==> src/hw/pll_clock_select_pkg.sv <==
// package for the pll clock selection block: register map, field layout,
// reset values and counts of the oscillator qualification logic.
// assumes an 8-bit register port and one system clock sampling all clock inputs.
package pll_clock_select_pkg;

  // register offsets
  localparam logic [7:0] OFS_OUTPUT_DIVIDER = 8'h00;
  localparam logic [7:0] OFS_FLAGS          = 8'h01;
  localparam logic [7:0] OFS_FLAGS_CLEAR    = 8'h02;
  localparam logic [7:0] OFS_IRQ_ENABLE     = 8'h03;
  localparam logic [7:0] OFS_CLOCK_CTRL     = 8'h04;
  localparam logic [7:0] OFS_FILTER         = 8'h05;

  // flag register layout; the same layout serves clear and enable
  localparam int FLG_POWER_ON_BIT    = 0;
  localparam int FLG_LOW_VOLTAGE_BIT = 1;
  localparam int FLG_ILLEGAL_BIT     = 2;
  localparam int FLG_LOCK_CHG_BIT    = 3;
  localparam int FLG_OSC_CHG_BIT     = 4;
  localparam int FLG_LOCK_BIT        = 5;
  localparam int FLG_QUALIFIED_BIT   = 6;
  localparam int FLG_STICKY_W        = 5;

  // clock control layout
  localparam int CTL_PLL_SELECT_BIT  = 0;
  localparam int CTL_OSC_ENABLE_BIT  = 1;
  localparam int CTL_FILTER_EN_BIT   = 2;
  localparam int CTL_WDOG_OSC_BIT    = 3;
  localparam int CTL_TICK_OSC_BIT    = 4;

  // filter register layout
  localparam int FIL_VALUE_LSB       = 0;
  localparam int FIL_VALUE_W         = 5;
  localparam int FIL_BANDWIDTH_BIT   = 7;

  // reset values
  localparam logic [7:0] OUTPUT_DIVIDER_RST = 8'h03;
  localparam logic [7:0] CLOCK_CTRL_RST     = 8'h01;
  localparam logic [7:0] FILTER_RST         = 8'h00;
  localparam logic [7:0] IRQ_ENABLE_RST     = 8'h00;

  // ratios and counts
  localparam logic [7:0] UNLOCKED_RATIO  = 8'h04;
  localparam logic [7:0] BUS_RATIO       = 8'h02;
  localparam logic [7:0] QUAL_EDGES      = 8'h10;
  localparam logic [7:0] SETTLE_VCO_EDGES = 8'h20;

  // oscillator qualification states
  typedef enum logic [3:0] {
    Q_OFF   = 4'h1,
    Q_START = 4'h2,
    Q_QUAL  = 4'h4,
    Q_PAUSE = 4'h8
  } qual_state_t;

  // bus clock source switch states
  typedef enum logic [3:0] {
    M_PLL    = 4'h1,
    M_TO_OSC = 4'h2,
    M_OSC    = 4'h4,
    M_TO_PLL = 4'h8
  } mux_state_t;

endpackage : pll_clock_select_pkg

==> src/hw/pll_clock_select_ctrl.sv <==
// pll clock selection block: post divider, bus clock source switch, reset cause
// flags, oscillator spike filter and qualification, fallback on lost qualification.
// assumes vco, oscillator and lock inputs are synchronous to clk and much slower.
// clocks appear as one-cycle ticks of clk, one tick per rising source edge.
//
// Operation
// - divider write only while pll selected
// - locked pll clock is vco over divider+1
// - unlocked pll clock is vco over four
// - pll-sourced bus clock is pll over two
// - power-on flag set by por, kept over system reset
// - low-voltage flag set by lvr or por
// - illegal-address flag set, cleared by por
// - bypass mode takes bus clock from oscillator
// - oscillator enable feeds oscillator as pll reference
// - vco-clocked spike filter qualifies oscillator clock
// - watchdog and tick clocks selectable in bypass
// - lost lock clears oscillator qualified status
// - lost qualification forces pll select back
// - lock and qualified status sampled on bus clock
// - filter pauses oscillator-sourced bus clock after disturbance until settled
`timescale 1ns/10ps
module pll_clock_select_ctrl #(
  parameter int DIV_W = 5,
  parameter int CNT_W = 8
) (
  input  wire logic       clk,
  input  wire logic       nrst,
  input  wire logic       power_on_reset,
  input  wire logic       low_voltage_reset,
  input  wire logic       illegal_address_reset,
  input  wire logic       vco_clock,
  input  wire logic       oscillator_clock,
  input  wire logic       pll_lock,
  input  wire logic [7:0] reg_addr,
  input  wire logic [7:0] reg_wdata,
  input  wire logic       reg_wr,
  input  wire logic       reg_rd,
  output logic [7:0]      reg_rdata,
  output logic            pll_clock_tick,
  output logic            bus_clock_tick,
  output logic            bus_from_oscillator,
  output logic            pll_reference_oscillator,
  output logic            watchdog_clock_oscillator,
  output logic            periodic_tick_clock_oscillator,
  output logic            oscillator_enable,
  output logic            irq
);

  localparam int RAT_W = DIV_W + 1;

  typedef struct packed {
    logic [DIV_W-1:0]                          pll_output_divider;
    logic                                      pll_source_select;
    logic                                      osc_enable;
    logic                                      filter_enable;
    logic                                      wdog_osc;
    logic                                      tick_osc;
    logic [pll_clock_select_pkg::FIL_VALUE_W-1:0] spike_filter_value;
    logic                                      spike_filter_bandwidth;
    logic                                      power_on_reset_flag;
    logic                                      low_voltage_reset_flag;
    logic                                      illegal_address_reset_flag;
    logic                                      lock_chg;
    logic                                      osc_chg;
    logic [pll_clock_select_pkg::FLG_STICKY_W-1:0] irq_enable;
    logic                                      lock_status;
    logic                                      qual_status;
    logic                                      vco_prev;
    logic                                      osc_prev;
    logic [CNT_W-1:0]                          interval;
    logic [CNT_W-1:0]                          edge_cnt;
    pll_clock_select_pkg::qual_state_t         qstate;
    pll_clock_select_pkg::mux_state_t          mstate;
    logic                                      bus_tick;
    logic                                      bus_osc;
    logic                                      wdog_out;
    logic                                      tick_out;
    logic [7:0]                                rdata;
    logic                                      irq;
  } ctrl_state_t;

  ctrl_state_t st_r;
  ctrl_state_t st_nxt;

  logic             pll_tick;
  logic             pll_bus_tick;
  logic [RAT_W-1:0] pll_ratio;
  logic             div_nrst;

  // por also restarts the dividers, since it implies a system reset
  assign div_nrst = nrst & ~power_on_reset;

  // post divider ratio follows lock without waiting for the bus clock
  assign pll_ratio = pll_lock ? (RAT_W'(st_r.pll_output_divider) + RAT_W'(1))
                              : RAT_W'(pll_clock_select_pkg::UNLOCKED_RATIO);

  edge_ratio_divider #(
    .W (RAT_W)
  ) u_pll_div (
    .clk      (clk),
    .nrst     (div_nrst),
    .src_tick (st_nxt.vco_prev & ~st_r.vco_prev),
    .ratio    (pll_ratio),
    .tick     (pll_tick)
  );

  edge_ratio_divider #(
    .W (2)
  ) u_bus_div (
    .clk      (clk),
    .nrst     (div_nrst),
    .src_tick (pll_tick),
    .ratio    (pll_clock_select_pkg::BUS_RATIO[1:0]),
    .tick     (pll_bus_tick)
  );

  // main next-state logic
  always_comb begin
    logic                                         vco_edge;
    logic                                         osc_edge;
    logic                                         spike;
    logic                                         filt_tick;
    logic                                         qualified;
    logic                                         wr_hit;
    logic [pll_clock_select_pkg::FIL_VALUE_W-1:0] tol;
    logic [pll_clock_select_pkg::FIL_VALUE_W-1:0] min_int;
    logic [pll_clock_select_pkg::FLG_STICKY_W-1:0] sticky;
    logic [pll_clock_select_pkg::FLG_STICKY_W-1:0] clr;
    vco_edge  = 1'b0;
    osc_edge  = 1'b0;
    spike     = 1'b0;
    filt_tick = 1'b0;
    qualified = 1'b0;
    wr_hit    = 1'b0;
    tol       = '0;
    min_int   = '0;
    sticky    = '0;
    clr       = '0;
    st_nxt    = st_r;

    // edge detection on the sampled source clocks
    st_nxt.vco_prev = vco_clock;
    st_nxt.osc_prev = oscillator_clock & st_r.osc_enable;
    vco_edge = vco_clock & ~st_r.vco_prev;
    osc_edge = st_nxt.osc_prev & ~st_r.osc_prev;

    // interval between oscillator edges, measured in vco edges
    if (osc_edge) begin
      st_nxt.interval = '0;
    end else if (vco_edge && (st_r.interval != '1)) begin
      st_nxt.interval = st_r.interval + CNT_W'(1);
    end

    // wider bandwidth tolerates more jitter before an edge counts as a spike
    tol     = st_r.spike_filter_bandwidth ? (st_r.spike_filter_value >> 2)
                                          : (st_r.spike_filter_value >> 3);
    min_int = st_r.spike_filter_value - tol;
    spike   = st_r.filter_enable & osc_edge & (st_r.interval < CNT_W'(min_int));

    // oscillator qualification: oscillator edges qualify, vco edges time the settling pause
    unique case (st_r.qstate)
      pll_clock_select_pkg::Q_OFF: begin
        st_nxt.edge_cnt = '0;
        st_nxt.qstate   = pll_clock_select_pkg::Q_START;
      end
      pll_clock_select_pkg::Q_START: begin
        if (spike) begin
          st_nxt.edge_cnt = '0;
        end else if (osc_edge) begin
          st_nxt.edge_cnt = st_r.edge_cnt + CNT_W'(1);
          if (st_r.edge_cnt == CNT_W'(pll_clock_select_pkg::QUAL_EDGES - 8'h01)) begin
            st_nxt.qstate = pll_clock_select_pkg::Q_QUAL;
          end
        end
      end
      pll_clock_select_pkg::Q_QUAL: begin
        if (spike) begin
          // the disturbance is swallowed, qualified status stays high
          st_nxt.edge_cnt = '0;
          st_nxt.qstate   = pll_clock_select_pkg::Q_PAUSE;
        end else begin
          filt_tick = osc_edge;
        end
      end
      pll_clock_select_pkg::Q_PAUSE: begin
        if (spike) begin
          st_nxt.edge_cnt = '0;
        end else if (vco_edge) begin
          st_nxt.edge_cnt = st_r.edge_cnt + CNT_W'(1);
          if (st_r.edge_cnt == CNT_W'(pll_clock_select_pkg::SETTLE_VCO_EDGES - 8'h01)) begin
            st_nxt.qstate = pll_clock_select_pkg::Q_QUAL;
          end
        end
      end
    endcase
    if (!st_r.osc_enable || !pll_lock) begin
      st_nxt.qstate = pll_clock_select_pkg::Q_OFF;
    end
    qualified = pll_lock & st_r.osc_enable &
                ((st_r.qstate == pll_clock_select_pkg::Q_QUAL) ||
                 (st_r.qstate == pll_clock_select_pkg::Q_PAUSE));

    // status bits only move on a bus clock tick; a pause still counts as qualified, so pauses go unreported
    if (st_r.bus_tick) begin
      st_nxt.lock_status = pll_lock;
      st_nxt.qual_status = qualified;
    end

    // register writes
    wr_hit = reg_wr;
    if (wr_hit && (reg_addr == pll_clock_select_pkg::OFS_OUTPUT_DIVIDER) &&
        st_r.pll_source_select) begin
      st_nxt.pll_output_divider = reg_wdata[DIV_W-1:0];
    end
    if (wr_hit && (reg_addr == pll_clock_select_pkg::OFS_FLAGS_CLEAR)) begin
      clr = reg_wdata[pll_clock_select_pkg::FLG_STICKY_W-1:0];
    end
    if (wr_hit && (reg_addr == pll_clock_select_pkg::OFS_IRQ_ENABLE)) begin
      st_nxt.irq_enable = reg_wdata[pll_clock_select_pkg::FLG_STICKY_W-1:0];
    end
    if (wr_hit && (reg_addr == pll_clock_select_pkg::OFS_CLOCK_CTRL)) begin
      st_nxt.pll_source_select = reg_wdata[pll_clock_select_pkg::CTL_PLL_SELECT_BIT];
      st_nxt.osc_enable        = reg_wdata[pll_clock_select_pkg::CTL_OSC_ENABLE_BIT];
      st_nxt.filter_enable     = reg_wdata[pll_clock_select_pkg::CTL_FILTER_EN_BIT];
      st_nxt.wdog_osc          = reg_wdata[pll_clock_select_pkg::CTL_WDOG_OSC_BIT];
      st_nxt.tick_osc          = reg_wdata[pll_clock_select_pkg::CTL_TICK_OSC_BIT];
    end
    if (wr_hit && (reg_addr == pll_clock_select_pkg::OFS_FILTER)) begin
      st_nxt.spike_filter_value =
        reg_wdata[pll_clock_select_pkg::FIL_VALUE_LSB +: pll_clock_select_pkg::FIL_VALUE_W];
      st_nxt.spike_filter_bandwidth = reg_wdata[pll_clock_select_pkg::FIL_BANDWIDTH_BIT];
    end

    // hardware fallback wins over a software write in the same cycle
    if (!st_r.pll_source_select && !qualified) begin
      st_nxt.pll_source_select = 1'b1;
    end

    // sticky flags: a set in the clearing cycle survives the clear
    st_nxt.power_on_reset_flag        = st_r.power_on_reset_flag &
                                        ~clr[pll_clock_select_pkg::FLG_POWER_ON_BIT];
    st_nxt.low_voltage_reset_flag     = (st_r.low_voltage_reset_flag &
                                        ~clr[pll_clock_select_pkg::FLG_LOW_VOLTAGE_BIT]) |
                                        low_voltage_reset;
    st_nxt.illegal_address_reset_flag = (st_r.illegal_address_reset_flag &
                                        ~clr[pll_clock_select_pkg::FLG_ILLEGAL_BIT]) |
                                        illegal_address_reset;
    st_nxt.lock_chg = (st_r.lock_chg & ~clr[pll_clock_select_pkg::FLG_LOCK_CHG_BIT]) |
                      (st_nxt.lock_status ^ st_r.lock_status);
    st_nxt.osc_chg  = (st_r.osc_chg & ~clr[pll_clock_select_pkg::FLG_OSC_CHG_BIT]) |
                      (st_nxt.qual_status ^ st_r.qual_status);

    // bus clock source switch; the new source's first tick is dropped so the
    // gap after switching is never shorter than a full period of the new source
    st_nxt.bus_tick = 1'b0;
    unique case (st_r.mstate)
      pll_clock_select_pkg::M_PLL: begin
        st_nxt.bus_tick = pll_bus_tick;
        if (!st_r.pll_source_select) begin
          st_nxt.bus_tick = 1'b0;
          st_nxt.mstate   = pll_clock_select_pkg::M_TO_OSC;
        end
      end
      pll_clock_select_pkg::M_TO_OSC: begin
        if (st_r.pll_source_select) begin
          st_nxt.mstate = pll_clock_select_pkg::M_TO_PLL;
        end else if (filt_tick) begin
          st_nxt.mstate = pll_clock_select_pkg::M_OSC;
        end
      end
      pll_clock_select_pkg::M_OSC: begin
        st_nxt.bus_tick = filt_tick;
        if (st_r.pll_source_select) begin
          st_nxt.bus_tick = 1'b0;
          st_nxt.mstate   = pll_clock_select_pkg::M_TO_PLL;
        end
      end
      pll_clock_select_pkg::M_TO_PLL: begin
        if (pll_bus_tick) begin
          st_nxt.mstate = pll_clock_select_pkg::M_PLL;
        end
      end
    endcase

    // source levels registered here so each output port comes from a flop
    st_nxt.bus_osc  = st_nxt.mstate == pll_clock_select_pkg::M_OSC;
    st_nxt.wdog_out = st_nxt.wdog_osc & ~st_nxt.pll_source_select;
    st_nxt.tick_out = st_nxt.tick_osc & ~st_nxt.pll_source_select;

    // read port: data stand only in the cycle after the strobe
    sticky = {st_r.osc_chg, st_r.lock_chg, st_r.illegal_address_reset_flag,
              st_r.low_voltage_reset_flag, st_r.power_on_reset_flag};
    st_nxt.rdata = 8'h00;
    if (reg_rd) begin
      unique case (reg_addr)
        pll_clock_select_pkg::OFS_OUTPUT_DIVIDER: begin
          st_nxt.rdata = 8'(st_r.pll_output_divider);
        end
        pll_clock_select_pkg::OFS_FLAGS: begin
          st_nxt.rdata = {1'b0, st_r.qual_status, st_r.lock_status, sticky};
        end
        pll_clock_select_pkg::OFS_IRQ_ENABLE: begin
          st_nxt.rdata = 8'(st_r.irq_enable);
        end
        pll_clock_select_pkg::OFS_CLOCK_CTRL: begin
          st_nxt.rdata = {3'h0, st_r.tick_osc, st_r.wdog_osc, st_r.filter_enable,
                          st_r.osc_enable, st_r.pll_source_select};
        end
        pll_clock_select_pkg::OFS_FILTER: begin
          st_nxt.rdata = {st_r.spike_filter_bandwidth, 2'h0, st_r.spike_filter_value};
        end
        default: begin
          st_nxt.rdata = 8'h00; // clear register is write-only, others unmapped
        end
      endcase
    end

    st_nxt.irq = |(sticky & st_r.irq_enable);
  end

  // state register; reset-cause flags survive a system reset, only power-on touches them
  always_ff @(posedge clk) begin
    if (power_on_reset) begin
      st_r                            <= '0;
      st_r.pll_output_divider         <= pll_clock_select_pkg::OUTPUT_DIVIDER_RST[DIV_W-1:0];
      st_r.pll_source_select          <= pll_clock_select_pkg::CLOCK_CTRL_RST[0];
      st_r.spike_filter_value         <= pll_clock_select_pkg::FILTER_RST[4:0];
      st_r.irq_enable                 <= pll_clock_select_pkg::IRQ_ENABLE_RST[4:0];
      st_r.qstate                     <= pll_clock_select_pkg::Q_OFF;
      st_r.mstate                     <= pll_clock_select_pkg::M_PLL;
      st_r.power_on_reset_flag        <= 1'b1;
      st_r.low_voltage_reset_flag     <= 1'b1;
      st_r.illegal_address_reset_flag <= 1'b0;
    end else if (!nrst) begin
      st_r                            <= '0;
      st_r.pll_output_divider         <= pll_clock_select_pkg::OUTPUT_DIVIDER_RST[DIV_W-1:0];
      st_r.pll_source_select          <= pll_clock_select_pkg::CLOCK_CTRL_RST[0];
      st_r.spike_filter_value         <= pll_clock_select_pkg::FILTER_RST[4:0];
      st_r.irq_enable                 <= pll_clock_select_pkg::IRQ_ENABLE_RST[4:0];
      st_r.qstate                     <= pll_clock_select_pkg::Q_OFF;
      st_r.mstate                     <= pll_clock_select_pkg::M_PLL;
      st_r.power_on_reset_flag        <= st_r.power_on_reset_flag;
      st_r.low_voltage_reset_flag     <= st_r.low_voltage_reset_flag;
      st_r.illegal_address_reset_flag <= st_r.illegal_address_reset_flag;
    end else begin
      st_r <= st_nxt;
    end
  end

  // output taps, all straight from state flip-flops
  assign reg_rdata                      = st_r.rdata;
  assign pll_clock_tick                 = pll_tick;
  assign bus_clock_tick                 = st_r.bus_tick;
  assign bus_from_oscillator            = st_r.bus_osc;
  assign pll_reference_oscillator       = st_r.osc_enable;
  assign watchdog_clock_oscillator      = st_r.wdog_out;
  assign periodic_tick_clock_oscillator = st_r.tick_out;
  assign oscillator_enable              = st_r.osc_enable;
  assign irq                            = st_r.irq;

endmodule : pll_clock_select_ctrl

==> src/hw/edge_ratio_divider.sv <==
// edge ratio divider: emits one tick for every 'ratio' source ticks.
// assumes source ticks are one-cycle pulses of the system clock.
`timescale 1ns/10ps
module edge_ratio_divider #(
  parameter int W = 6
) (
  input  wire logic         clk,
  input  wire logic         nrst,
  input  wire logic         src_tick,
  input  wire logic [W-1:0] ratio,
  output logic              tick
);

  typedef struct packed {
    logic [W-1:0] cnt;
    logic         tick;
  } div_state_t;

  div_state_t st_r;
  div_state_t st_nxt;

  // a ratio of zero behaves as one, so the divider can never stall
  always_comb begin
    st_nxt      = st_r;
    st_nxt.tick = 1'b0;
    if (src_tick) begin
      if ((st_r.cnt + W'(1)) >= ratio) begin
        st_nxt.cnt  = '0;
        st_nxt.tick = 1'b1;
      end else begin
        st_nxt.cnt = st_r.cnt + W'(1);
      end
    end
  end

  always_ff @(posedge clk) begin
    if (!nrst) begin
      st_r <= '0;
    end else begin
      st_r <= st_nxt;
    end
  end

  assign tick = st_r.tick;

endmodule : edge_ratio_divider

==> config.mk <==
export PLATFORM = sky130hd
export DESIGN_NAME = pll_clock_select_ctrl
export DESIGN_NICKNAME = d
export VERILOG_FILES = /design/src/hw/pll_clock_select_pkg.sv /design/src/hw/pll_clock_select_ctrl.sv /design/src/hw/edge_ratio_divider.sv
export SDC_FILE = /design/constraint.sdc
export NUM_CORES = 1
export LEC_CHECK = 0
export BUFFER_PORTS_ARGS = -buffer_cell sky130_fd_sc_hd__buf_2
export CAP_MARGIN = 15
export CORE_ASPECT_RATIO = 0.9
export CORE_MARGIN = 3
export CORE_UTILIZATION = 48
export CTS_CLUSTER_DIAMETER = 150
export DETAILED_ROUTE_END_ITERATION = 10
export PLACE_DENSITY = 0.77
export SLEW_MARGIN = 20
export SYNTH_ARGS = -nofsm -noshare
export SYNTH_HDL_FRONTEND = slang
export SYNTH_SLANG_ARGS = --single-unit
export TNS_END_PERCENT = 5
==> constraint.sdc <==
create_clock -name clk -period 4 [get_ports clk]
set_input_delay 0.4 -clock clk [delete_from_list [all_inputs] [get_ports clk]]
set_output_delay 0.4 -clock clk [all_outputs]
set_load 0.005 [all_outputs]
=== Word level (Yosys, flattened, before mapping) ===
Index checks and enable logic that the tools add are counted.

* Reductions and logical operators: 24
* $add $sub $neg: 6
* Bitwise logic cells: 33
* Order comparisons: 3
* Mux-type cells: 30
* Equality and inequality tests: 26

{| class="wikitable"
|+ Operators by type and width
! kind !! number
|-
| one-hot mux 12 bit (4 select lines) || 1
|-
| one-hot mux 8 bit (5 select lines) || 1
|-
| two-way mux 12 bit || 3
|-
| two-way mux 4 bit || 7
|-
| two-way mux 5 bit || 4
|-
| adder 8 x 1 -> 8 bit, second input constant || 2
|-
| equality test 8 x 2 -> 1 bit, second input constant || 2
|-
| equality test 8 x 3 -> 1 bit, second input constant || 2
|-
| two-way mux 8 bit || 2
|-
| one-hot mux 4 bit (4 select lines) || 1
|-
| AND 1 bit || 15
|-
| equality test 4 x 3 -> 1 bit, second input constant || 3
|-
| two-way mux 6 bit || 2
|-
| inequality test 2 bit, second input constant || 6
|-
| NOT 1 bit || 11
|-
| OR reduction 3 bit || 3
|-
| equality test 4 x 1 -> 1 bit, second input constant || 2
|-
| equality test 4 x 2 -> 1 bit, second input constant || 2
|-
| equality test 4 bit, second input constant || 2
|-
| equality test 8 x 1 -> 1 bit, second input constant || 1
|-
| equality test 8 x 4 -> 1 bit, second input constant || 1
|-
| equality test 8 x 5 -> 1 bit, second input constant || 1
|-
| logical AND 1 bit || 8
|-
| zero test 8 bit || 1
|-
| 25 further kinds || 39
|}

* Word-level logic and storage cells: 154
* Input bits: 26
* Output and inout port bits: 16
* Bits in registers: 77

=== Longest topological paths before layout ===
* Word-level depth: 10
* Depth in mapped cells: 12
* Depth with buffers taken out: 12

=== Hierarchy ===
A second synthesis with hierarchy kept.

* Cells, all modules: 479
* Area total of the unflattened synthesis: 4179.0 um^2

{| class="wikitable"
|+ Modules (own cells, without submodules)
! module !! instances !! sequential area each (um^2) !! area an instance (um^2) !! cells each
|-
| pll_clock_select_ctrl || 1 || 1341.3 || 3502.1 || 405
|-
| edge_ratio_divider at u_pll_div || 1 || 140.1 || 510.5 || 57
|-
| edge_ratio_divider at u_bus_div || 1 || 60.1 || 166.4 || 17
|}

=== Worst setup path before layout ===
OpenSTA, ideal clock, no wires.

* Path type: register to register
* From: reg st_r[51] in the netlist's numbering
* To: reg st_r[18] in the netlist's numbering
* Path slack: 1075 ps
* Required time: 3941 ps
* Period minus slack after synthesis: 2925 ps
* Stages on the path, launching flop included: 13
* Arrival time: 2866 ps
* Library setup time: 59 ps
* Buffers on the path: 0
* Cell sequence: dfxtp_1 mux2_2 ha_1 inv_1 fa_1 a211oi_1 xnor2_1 ha_1 nand3b_1 nand4_1 or4b_2 o2bb2ai_1 a22o_1

* Cells in the longest elaborated chain, start to end: 6
* Elaborated cells on any way between the ends: 8
* Classes of those cells: add/sub (1); order compare (1); eq/ne (3); mux (1); bitwise (1); reduce/logical (1)

{| class="wikitable"
|+ RTL lines
! element !! line !! text
|-
| start: declaration || pll_clock_select_ctrl.sv:83 || <nowiki>ctrl_state_t st_r;</nowiki>
|-
| start signal: assignment || pll_clock_select_ctrl.sv:347 || <nowiki>st_r <= st_nxt;</nowiki>
|-
| two-way mux 3 bit * || pll_clock_select_ctrl.sv:156 || <nowiki>tol = st_r.spike_filter_bandwidth ? (st_r.spike_filter_value >> 2)</nowiki>
|-
| subtractor 5 x 3 -> 5 bit * || pll_clock_select_ctrl.sv:158 || <nowiki>min_int = st_r.spike_filter_value - tol;</nowiki>
|-
| less-than comparator 8 x 5 -> 1 bit * || pll_clock_select_ctrl.sv:159 || <nowiki>spike = st_r.filter_enable & osc_edge & (st_r.interval < CNT_W'(min_int));</nowiki>
|-
| AND 1 bit * || pll_clock_select_ctrl.sv:159 ||
|-
| inequality test 2 bit (no line) || n/a ||
|-
| AND reduction 7 bit (no line) * || n/a ||
|}

Every way passes the cells marked *; elsewhere a longest branch is shown, timed or not.
A chain may end at the register's enable or synchronous reset.

=== Worst setup path after layout ===
Ends and elaborated chain as after synthesis.

==> flow_summary.toml <==
[floorplanning]
die_w_um = 103
die_h_um = 93.4
io-pin-count = 42
coreArea_mm2 = 0.00815
core.rowCount = 31
start_util_pct = 50.0
dieArea_mm2 = 0.00962

[routing]
ant_nets = 0
wl_per_cell_um = 15.1
vias = 3367
drc_errors = 0
drt_iter0_markers = 132
wl_um = 8940
viasPerCell = 5.69
first_pass_iters = 6

[cells_and_area]
syn_to_final_growth_pct = 9.13
num_antenna_cells = 0
final_layout_size_suffix_gt1_share_pct = 14.4
final_cell_area_mm2 = 0.00444
mostFrequentLayoutCells = "77 x dfxtp_1, 57 x nor2_1, 39 x buf_2"
fin_nets = 534
final_util_pct = 54.5
final_common_cell = "dfxtp_1"

[global_routing]
grt_pass1_wl_um = 14600
grt_use_total_pct = 19.2
grt_max_degree = 35
grt_pass1_vias = 3130
overflow = 0
antenna_found_initial = 0

[logic_synthesis]
synth_nets = 512
synth_seq_cells = 77
syn_area_mm2 = 0.00407
ys_warn_count = 0
syn_area_per_cell_um2 = 8.72
synthDistinctLibCells = 63
ys.flop_type = "dfxtp_1"
seq_area_frac_synth_pct = 37.9
netlist.area_leader.share_pct = 37.9
netlist_instances = 467
async_flop_share_pct = 0
synth_edf_count = 0
ys_top_cells_by_area = "dfxtp_1 38%, mux2i_1 5.9%, ha_1 5.5%"
yosysTopAreaCell = "dfxtp_1"

[run_status]
outcome = "finished, final reports clean"

[sta]
tightest_slew_ns = 0.844
maxSlewHeadroom_pct = 43.6
setup_tns_ns = 0
period_needed_ns = 3.24
finClkSkew_ns = 0.0110
min_period_over_period_pct = 81.0
drv_slew = 0
finalSetupViolCount = 0
hold_viol = 0
max_freq_ghz = 0.309
rsz0062_at_grt = "false"

[min_path]
holdPathEnd = "st_r[49]"
hold_path_depth = 2
min_from = "low_voltage_reset"
holdCritPathClass = "in2reg"

[placement]
dpl.hpwl_um = 6490
placed_cell_area_mm2 = 0.00424
io_buffers = 39
place_congestion = 0.898

[pwr]
power.density_mw_per_mm2 = 320
ir_worst_vdd_mv = 0.159
leakage_nw = 1.70
totalPowerFinal_w = 0.00142

[setup_path]
crit_chain = "mux2_2, ha_1, inv_1, fa_1, a211oi_1, xnor2_1, ha_1, nand3b_1, nand4_1, or4b_2, o2bb2ai_1, a22o_1"
crit_top_cell = "ha_1"
crit_type = "reg2reg"
worst_path_max_delay_cell = "or4b_2"
r2r_setup_slack_ns = 0.76
max_stage_delay_ns = 0.65
cp_max_fo = 5
cp-startpoint = "st_r[51]"
worstPathRequired_ns = 4.30
worst_setup_path_start_kind = "flip-flop"
worstPathArrival_ns = 3.54
r2r-end = "st_r[18]"
reg2reg_depth = 12
endpoint_kind = "flip-flop"
worstReg2RegStart = "st_r[51]"

[cts]
clock_sink_count = 77
cts_resized = 0
cts_hold_buf = 0
cts_max_path_buffers = 2
cts_max_level = 3
cts_buffers = 9
cts.reportedPaths.clkPinSlew_ns = 0.08
root_buffer = "clkbuf_8"
cts_tree = "built"
post_cts_buffers = 0
clock_latency_ns = 0.35

[flow_run]
drv_cap = 0
how the worst max path moves through the flow:
stage / to / slack (ns) / depth (start not counted)
final: st_r[18] / 0.76 / 12
after global routing: st_r[18] / 0.63 / 12
after CTS: st_r[20] / 0.78 / 12
after detailed placement: st_r[18] / 0.79 / 12
after global placement: st_r[18] / 0.89 / 12
after floorplan: st_r[18] / 1.07 / 12
cell families (layout without fill, tap and decap cells):
kind of cell | after synthesis | count (layout) | synth area share [%]
fa+ha+maj | 19 | 19 | 6.03
buf+inv | 42 | 68 | 5.16
flops | 77 | 77 | 37.9
simple gates | 192 | 192 | 24.8
mux | 29 | 29 | 7.29
compound gates | 81 | 81 | 13.1
xor+xnor | 27 | 27 | 5.81
layer usage:
metal	up-vias	GRT usage, %	wire length [um]
li1	1691	-	-
met1	1560	25.6	4220
met2	103	30.1	4090
met3	13	5.29	464
met4	0	5.50	154
met5	-	0	0
final cells by class:
cell class                      count  area, um^2
Sequential cell                    77        1540
Tap cell                           99         124
Multi-Input combinational cell    348        2320
Timing Repair Buffer               42         218
Fill cell                         734        3700
Inverter                           11        41.3
Clock inverter                      5        61.3
Clock buffer                       10         138
state kept, by name, summed over array words and instances (netlist names):
| name | count |
|---|---|
| oscillator_enable | 1 |
| irq | 1 |
| u_pll_div.tick | 1 |
| watchdog_clock_oscillator | 1 |
| bus_clock_tick | 1 |
| reg_rdata | 8 |
| st_r | 53 |
| bus_from_oscillator | 1 |
| u_bus_div.tick | 1 |
| u_pll_div.st_r | 6 |
| periodic_tick_clock_oscillator | 1 |
| u_bus_div.st_r | 2 |
metrics by stage:
step | hold slack (ns) | worst slack [ns] | cells
floorplan | 0.424 | 1.07 | 467
global placement | 0.436 | 0.893 | 577
detailed placement | 0.444 | 0.793 | 577
CTS | 0.261 | 0.784 | 592
global route | 0.278 | 0.632 | 592
finish | 0.274 | 0.759 | 592
cell usage after synthesis, types with 11 or more instances:
cell type / instances
a21oi_1: 21
clkbuf_1: 13
dfxtp_1: 77
ha_1: 18
inv_1: 11
mux2i_1: 24
nand2_1: 36
nand2b_1: 11
nand3_1: 19
nor2_1: 57
nor3_1: 11
o21ai_0: 17
xnor2_1: 22
worst max-delay path: cells and delay by family (launching register included):
kind | cells | cell delay (ns)
AO/OA/AOI/OAI | 3 | 0.65
XOR/XNOR | 1 | 0.17
adder cells (fa/ha/maj) | 3 | 0.81
buffers and inverters | 1 | 0.06
flip-flops | 1 | 0.46
multiplexers | 1 | 0.20
AND/OR/NAND/NOR | 3 | 0.84
power breakdown:
part / internal, W / total, W / switching (W)
registers: 0.000768 / 0.000771 / 0.00000278
clock network: 0.000304 / 0.000589 / 0.000285
logic: 0.0000216 / 0.0000616 / 0.0000400
Note: power is estimated with default switching activity, not from simulation.
